--- src/design/pecr_cfg.svh ---
// Offsets, field positions, reset values and fixed codes of the capability bank
`ifndef PECR_CFG_SVH
`define PECR_CFG_SVH

`define PECR_ADDR_W            12
`define PECR_OFF_ERR_HDR1      12'h11C
`define PECR_OFF_ERR_HDR2      12'h120
`define PECR_OFF_ERR_HDR3      12'h124
`define PECR_OFF_ERR_HDR4      12'h128
`define PECR_OFF_SERIAL_HDR    12'h180
`define PECR_OFF_SERIAL_LOW    12'h184
`define PECR_OFF_SERIAL_HIGH   12'h188
`define PECR_OFF_CHAN_HDR      12'h200
`define PECR_OFF_CHAN_CAPS_A   12'h204
`define PECR_OFF_CHAN_CAPS_B   12'h208

`define PECR_KIND_LSB          0
`define PECR_REV_LSB           16
`define PECR_LINK_LSB          20
`define PECR_SERIAL_KIND       16'h0003
`define PECR_CHAN_KIND         16'h0002
`define PECR_STRUCT_REV        4'h1
`define PECR_SERIAL_LINK_RST   12'h200
`define PECR_CHAN_LINK_RST     12'h000
`define PECR_SERIAL_RST        32'h0000_0000
`define PECR_HDR_RST           32'h0000_0000

`define PECR_EXTRA_CHAN_LSB    0
`define PECR_LOW_GROUP_LSB     4
`define PECR_TIME_BASE_LSB     8
`define PECR_ENTRY_BITS_LSB    10
`define PECR_EXTRA_CHAN_VAL    3'h1
`define PECR_LOW_GROUP_VAL     3'h0
`define PECR_TIME_BASE_VAL     2'h0
`define PECR_ENTRY_BITS_VAL    2'h2
`define PECR_GRANT_SCHEMES_VAL 8'h00

`endif

--- src/design/pecr_pkg.sv ---
// Types shared by the capability bank
package pecr_pkg;
  typedef enum logic [1:0] {
    PECR_LOG_IDLE = 2'b00,
    PECR_LOG_HELD = 2'b01
  } pecr_log_state_t;
  typedef logic [31:0] pecr_word_t;
endpackage : pecr_pkg

--- src/design/pecr_header_log.sv ---
// First-error TLP header capture with sticky hold
`timescale 1ns/10ps
`include "pecr_cfg.svh"
module pecr_header_log
  import pecr_pkg::*;
(
  input  wire logic        clk_sys,
  input  wire logic        nrst_sticky,
  input  wire logic        err_report,
  input  wire pecr_word_t  err_hdr_w1,
  input  wire pecr_word_t  err_hdr_w2,
  input  wire pecr_word_t  err_hdr_w3,
  input  wire pecr_word_t  err_hdr_w4,
  input  wire logic        err_release,
  output logic [127:0]     captured_header,
  output logic             log_held
);
  pecr_log_state_t state_reg;
  pecr_log_state_t state_next;
  logic [127:0]    hdr_reg;
  wire             take_w;

  // Capture only when no earlier record is held
  assign take_w = (state_reg == PECR_LOG_IDLE) && err_report;

  always_comb begin
    case (state_reg)
      PECR_LOG_IDLE: state_next = take_w ? PECR_LOG_HELD : PECR_LOG_IDLE;
      PECR_LOG_HELD: state_next = err_release ? PECR_LOG_IDLE : PECR_LOG_HELD;
      default:       state_next = PECR_LOG_IDLE;
    endcase
  end

  always_ff @(posedge clk_sys or negedge nrst_sticky) begin
    if (!nrst_sticky) begin
      state_reg <= PECR_LOG_IDLE;
      hdr_reg   <= {4{`PECR_HDR_RST}};
    end else begin
      state_reg <= state_next;
      if (take_w) begin
        hdr_reg <= {err_hdr_w4, err_hdr_w3, err_hdr_w2, err_hdr_w1};
      end
    end
  end

  assign captured_header = hdr_reg;
  assign log_held        = (state_reg == PECR_LOG_HELD);
endmodule : pecr_header_log

--- src/design/pecr_regs.sv ---
// Extended capability register bank: header log, serial number, channel caps
// Notes on behaviour
// - First uncorrectable error captures four header words
// - Serial structure kind code reads 0x3
// - Both structure headers report revision 0x1
// - Chain offsets default 0x200 then 0x0
// - Low serial word holds unique id low half
// - High serial word holds unique id high half
// - Channel structure kind code reads 0x2
// - Extra channel total reads 0x1
// - Low group channel total reads 0x0
// - Weighted slot time base reads 0x0
// - Port table entry bits reads 0x2
// - Channel grant schemes reads 0x0
//
// Local design decision: the plain strobed port.
`timescale 1ns/10ps
`include "pecr_cfg.svh"
module pecr_regs
  import pecr_pkg::*;
(
  input  wire logic                      clk_sys,
  input  wire logic                      nrst,
  input  wire logic                      nrst_sticky,
  input  wire logic [`PECR_ADDR_W-1:0]   reg_addr,
  input  wire pecr_word_t                reg_wdata,
  input  wire logic                      reg_wr,
  input  wire logic                      reg_rd,
  output pecr_word_t                     reg_rdata,
  input  wire logic                      cfg_unlock,
  input  wire logic                      err_report,
  input  wire pecr_word_t                err_hdr_w1,
  input  wire pecr_word_t                err_hdr_w2,
  input  wire pecr_word_t                err_hdr_w3,
  input  wire pecr_word_t                err_hdr_w4,
  input  wire logic                      err_release,
  output logic                           log_held,
  output logic [63:0]                    unique_id
);
  logic [11:0]  serial_link_reg;
  logic [11:0]  chan_link_reg;
  pecr_word_t   unique_id_low_reg;
  pecr_word_t   unique_id_high_reg;
  pecr_word_t   rdata_reg;
  logic         held_reg;
  logic [63:0]  uid_reg;
  logic [127:0] captured_header;
  logic         log_held_w;

  function automatic pecr_word_t struct_header(input logic [15:0] kind,
                                               input logic [11:0] link);
    struct_header = {link, `PECR_STRUCT_REV, kind};
  endfunction : struct_header

  pecr_header_log u_log (
    .clk_sys         (clk_sys),
    .nrst_sticky     (nrst_sticky),
    .err_report      (err_report),
    .err_hdr_w1      (err_hdr_w1),
    .err_hdr_w2      (err_hdr_w2),
    .err_hdr_w3      (err_hdr_w3),
    .err_hdr_w4      (err_hdr_w4),
    .err_release     (err_release),
    .captured_header (captured_header),
    .log_held        (log_held_w)
  );

  // Address decode
  wire sel_h1   = (reg_addr == `PECR_OFF_ERR_HDR1);
  wire sel_h2   = (reg_addr == `PECR_OFF_ERR_HDR2);
  wire sel_h3   = (reg_addr == `PECR_OFF_ERR_HDR3);
  wire sel_h4   = (reg_addr == `PECR_OFF_ERR_HDR4);
  wire sel_shdr = (reg_addr == `PECR_OFF_SERIAL_HDR);
  wire sel_slo  = (reg_addr == `PECR_OFF_SERIAL_LOW);
  wire sel_shi  = (reg_addr == `PECR_OFF_SERIAL_HIGH);
  wire sel_chdr = (reg_addr == `PECR_OFF_CHAN_HDR);
  wire sel_ca   = (reg_addr == `PECR_OFF_CHAN_CAPS_A);
  wire sel_cb   = (reg_addr == `PECR_OFF_CHAN_CAPS_B);

  // Lockable fields take writes only while unlocked
  wire wr_ok      = reg_wr && cfg_unlock;
  wire wr_slink   = wr_ok && sel_shdr;
  wire wr_clink   = wr_ok && sel_chdr;
  wire wr_slo     = wr_ok && sel_slo;
  wire wr_shi     = wr_ok && sel_shi;

  wire pecr_word_t serial_hdr_w = struct_header(`PECR_SERIAL_KIND, serial_link_reg);
  wire pecr_word_t chan_hdr_w   = struct_header(`PECR_CHAN_KIND, chan_link_reg);

  // Fixed capability words; unlisted bits are reserved zero
  wire pecr_word_t caps_a_w = {20'h00000,
                               `PECR_ENTRY_BITS_VAL,
                               `PECR_TIME_BASE_VAL,
                               1'b0,
                               `PECR_LOW_GROUP_VAL,
                               1'b0,
                               `PECR_EXTRA_CHAN_VAL};
  wire pecr_word_t caps_b_w = {24'h000000, `PECR_GRANT_SCHEMES_VAL};

  wire pecr_word_t rd_mux_w =
      sel_h1   ? captured_header[31:0]   :
      sel_h2   ? captured_header[63:32]  :
      sel_h3   ? captured_header[95:64]  :
      sel_h4   ? captured_header[127:96] :
      sel_shdr ? serial_hdr_w            :
      sel_slo  ? unique_id_low_reg       :
      sel_shi  ? unique_id_high_reg      :
      sel_chdr ? chan_hdr_w              :
      sel_ca   ? caps_a_w                :
      sel_cb   ? caps_b_w                :
      32'h0000_0000;

  // Chain links reset with the function reset
  always_ff @(posedge clk_sys or negedge nrst) begin
    if (!nrst) begin
      serial_link_reg <= `PECR_SERIAL_LINK_RST;
      chan_link_reg   <= `PECR_CHAN_LINK_RST;
      rdata_reg       <= 32'h0000_0000;
      held_reg        <= 1'b0;
      uid_reg         <= 64'h0000_0000_0000_0000;
    end else begin
      if (wr_slink) begin
        serial_link_reg <= reg_wdata[31:20];
      end
      if (wr_clink) begin
        chan_link_reg <= reg_wdata[31:20];
      end
      rdata_reg <= reg_rd ? rd_mux_w : 32'h0000_0000;
      held_reg  <= log_held_w;
      uid_reg   <= {unique_id_high_reg, unique_id_low_reg};
    end
  end

  // Serial number survives non-power resets
  always_ff @(posedge clk_sys or negedge nrst_sticky) begin
    if (!nrst_sticky) begin
      unique_id_low_reg  <= `PECR_SERIAL_RST;
      unique_id_high_reg <= `PECR_SERIAL_RST;
    end else begin
      if (wr_slo) begin
        unique_id_low_reg <= reg_wdata;
      end
      if (wr_shi) begin
        unique_id_high_reg <= reg_wdata;
      end
    end
  end

  assign reg_rdata = rdata_reg;
  assign log_held  = held_reg;
  assign unique_id = uid_reg;
endmodule : pecr_regs

--- config.mk ---
export PLATFORM = sky130hd
export DESIGN_NAME = pecr_regs
export DESIGN_NICKNAME = d
export VERILOG_FILES = /design/src/design/pecr_pkg.sv /design/src/design/pecr_header_log.sv /design/src/design/pecr_regs.sv
export VERILOG_INCLUDE_DIRS = /design/src /design/src/design
export SDC_FILE = /design/constraint.sdc
export NUM_CORES = 1
export LEC_CHECK = 0
export CAP_MARGIN = 20
export CORE_MARGIN = 2
export CORE_UTILIZATION = 36
export CTS_CLUSTER_SIZE = 24
export DETAILED_ROUTE_END_ITERATION = 10
export DONT_BUFFER_PORTS = 1
export HOLD_SLACK_MARGIN = 0.08
export PLACE_DENSITY = 0.48
export SYNTH_ARGS = -nofsm -noshare
export SYNTH_HDL_FRONTEND = slang
export SYNTH_SLANG_ARGS = --single-unit
--- constraint.sdc ---
create_clock -name clk_sys -period 2.35 [get_ports clk_sys]
set_input_delay 0.5875 -clock clk_sys [delete_from_list [all_inputs] [get_ports clk_sys]]
set_output_delay 0.5875 -clock clk_sys [all_outputs]
set_load 0.005 [all_outputs]
==> run metrics <==
status complete, but fails checks; violated checks hold timing; first drt pass iteration count 4; Final period util 85.80%; vias per cell 5.344; max-slew violations 0; pwr dens 858.5 nW/µm²; Seq/Total Area, Yosys about three fifths; via count roughly 7600; Synth Net Count 1089; dpl ws -0.1871 ns; Min Hold Slack -0.2291 ns; Crit-path slowest cell or4b_2; GRT Total Usage slightly above 20%; Seq cells post-synth 314; Syn Inst Count around 900; IO Port Bufs 0; H-tree depth 2; Max-slew headroom 43.49%; GPL Wtd Cong 0.8415; synthesized cell area between 10000 and 15000 µm²; TritonCTS clock tree yes; I/O pins 277; multi-input logic area 4588 µm²; Clock Path Buffers 3; max-cap violations 0; Die W 191.7 µm; Post-Route Setup TNS 0 ns; RSZ-0062 raised after global routing false; final worst slack ~0.33 ns; worst vdd ir approximately 0.48 mV; initial antenna violation count 15; final hold vios 313; fin nets 1123; CP Class input port to register; largest area contributor in the netlist dfrtp_1; largest net degree at the start of global routing 194; share of the synthesized area in the top cell type 61.74%; std cell rows 68; Post-DRT Antenna Nets 0; final HPWL from detailed placement around 26000 µm; first-pass GRT wire length 55060 µm; TritonCTS buffer count 36; top cells by area, synth dfrtp_1 62%, mux2_2 16%, mux2_4 3.6%, a22oi_1 2.2%, a21oi_1 1.8%; Hold/Removal Path Class input port to asynchronous set/reset pin; Filler Cells Inserted 3171; Max stage delay on crit path 0.75 ns; CP required roughly 2.8 ns; Critical Path Start Type input port; fin crit period 2.016 ns; Critical Path, Cell by Cell or4b_2 -> o32ai_1 -> o311ai_0 -> buf_4 -> a21oi_1; Iter 0 DRT Violations about 420; crit path buf inv count 1; synth warn 0; CP endpoint kind register; clk_lat worst skew 0.52 ns; number of global-route vias before repair 7757; drc violations 0; Crit Path Max Fanout 7; Slew @ Worst Pin 0.8370 ns; Avg Inst Size Synth 13.96 µm²; leakage dissipation 6.629 nW; Die Height roughly 190 µm; Max Clock Skew 0.01389 ns; Setup violations, final 0; clk sinks 314; Yosys cell types 56; Area Growth Syn to Fin 16.79%; fmax 0.4960 GHz; Routed WL per cell 26.30 µm; Routed Wire Length 37550 µm; grt total ovfl 0; Root Driver clkbuf_16; Worst-path clk slew 0.06 ns; Register Area just under 8000 µm²; delay-heaviest family, CP compound AO/OA/AOI/OAI gates; Largest register FFs 128; core area ~35000 µm²; Total Die Area 36760 µm²; critical path data arrival time 2.45 ns; Initial Util 36.63%; layout cell share with drive strength beyond 1 approximately a third
synth_stat cells, drive strengths merged:
cell type	instances
a2bb2oi	1
a22oi	38
a31oi	3
dfstp	1
or3	2
o211ai	11
nor4b	4
or4	1
or4b	2
inv	3
a221o	1
clkbuf	41
nor2b	3
dfrtp	313
nor3b	1
o311ai	1
a21oi	46
o32ai	1
nand4	4
mux2	216
a21boi	17
o22a	1
and4b	1
nor3	3
a22o	16
mux2i	12
o221a	2
o21a	5
a221oi	2
buf	17
and2	15
o22ai	16
a21o	1
nand2	45
nor4	2
o221ai	3
or3b	1
nand2b	4
a211oi	1
o21ai	20
o2111ai	1
and3	2
nor2	22
nand3	7
per-stage QoR:
| stage | cell area, µm² | cells | hold WS, ns | power [mW] | util [%] |
|---|---|---|---|---|---|
| 4_1_cts | 14800 | 1422 | -0.2651 | 12.90 | 42.74 |
| 2_1_floorplan | 12690 | 909 | 0.2919 | 6.856 | - |
| 3_5_place_dp | 13610 | 1360 | 0.2950 | 7.097 | 39.30 |
| 5_1_grt | 14810 | 1425 | -0.2609 | 13.27 | 42.76 |
| 6_report | 14820 | 1428 | -0.2291 | 12.72 | 42.78 |
| 3_3_place_gp | 13610 | 1360 | 0.2945 | 7.079 | 39.30 |
what timing repair did:
item	4_1_cts	5_1_grt
gates resized for setup	0	0
endpoints found under the hold margin	314	314
buffers inserted	0	0
cell type report:
cell class                 count  share of cell area [%]
inverter                       3                 0.07601
tap                          455                   3.843
sequential                   314                   53.04
timing repair buffer          54                   3.919
multi-input combinational    534                   30.97
clock buffer                  50                   6.781
clock inverter                12                   1.267
antenna                        6                  0.1013
layout by cell type, fill, tap and decap left out, types with 10 or more instances in the layout:
master | netlist | final
a21boi_0 | 11 | 11
a21oi_1 | 46 | 46
a22o_1 | 16 | 16
a22oi_1 | 38 | 38
and2_1 | 14 | 14
buf_12 | 0 | 14
buf_4 | 0 | 40
clkbuf_1 | 41 | 10
clkbuf_16 | 0 | 37
dfrtp_1 | 313 | 313
mux2_2 | 185 | 185
mux2_4 | 30 | 30
mux2i_1 | 12 | 12
nand2_1 | 45 | 45
nor2_1 | 22 | 22
o211ai_1 | 11 | 11
o21ai_0 | 20 | 20
o22ai_1 | 16 | 16
worst register-to-register path, stage by stage (launching register included):
cell and delay, ns:
dfrtp_1 0.42, nor2b_4 0.46, buf_12 0.27, mux2_2 0.37
where the power goes:
group / switching, mW / leakage [nW] / internal, mW
Combinational: 0.256 / 1.96 / 0.519
Sequential: 0.300 / 4.09 / 5.92
Clock: 2.20 / 0.584 / 3.53
per-layer routing:
metal  part of all wire (%)  up-vias  track usage (%)
met5                   0.29        -                0
met1                     48     3904            30.78
met3                    9.5       58            8.003
li1                       -     3387                -
met2                     41      264            27.48
met4                    1.8       18            5.059
path summary, 6_finish.rpt:
kind	from	to	slack, ns	depth (start not counted)
setup / recovery	reg_addr[1]	reg_rdata[0]	0.33	5
hold / removal	nrst	reg_rdata[12]	-0.23	0
setup reg to reg	u_log.state_reg[0]	u_log.captured_header[122]	0.71	3
hold reg to reg	unique_id_low_reg[8]	unique_id[8]	0.40	0
max in group asynchronous	nrst	serial_link_reg[9]	2.29	0
min in group clk_sys	reg_wdata[7]	unique_id_low_reg[7]	0.20	1
kinds of logic after synthesis:
| family | count (synthesis) | share of synthesized area, % |
|---|---|---|
| DFF | 314 | 61.95 |
| muxes | 228 | 21.01 |
| AOI/OAI and AO/OA | 187 | 9.912 |
| and+or+nand+nor | 119 | 5.060 |
| buffers and inverters | 61 | 2.071 |
No activity file was read; power rests on OpenSTA's default activity.
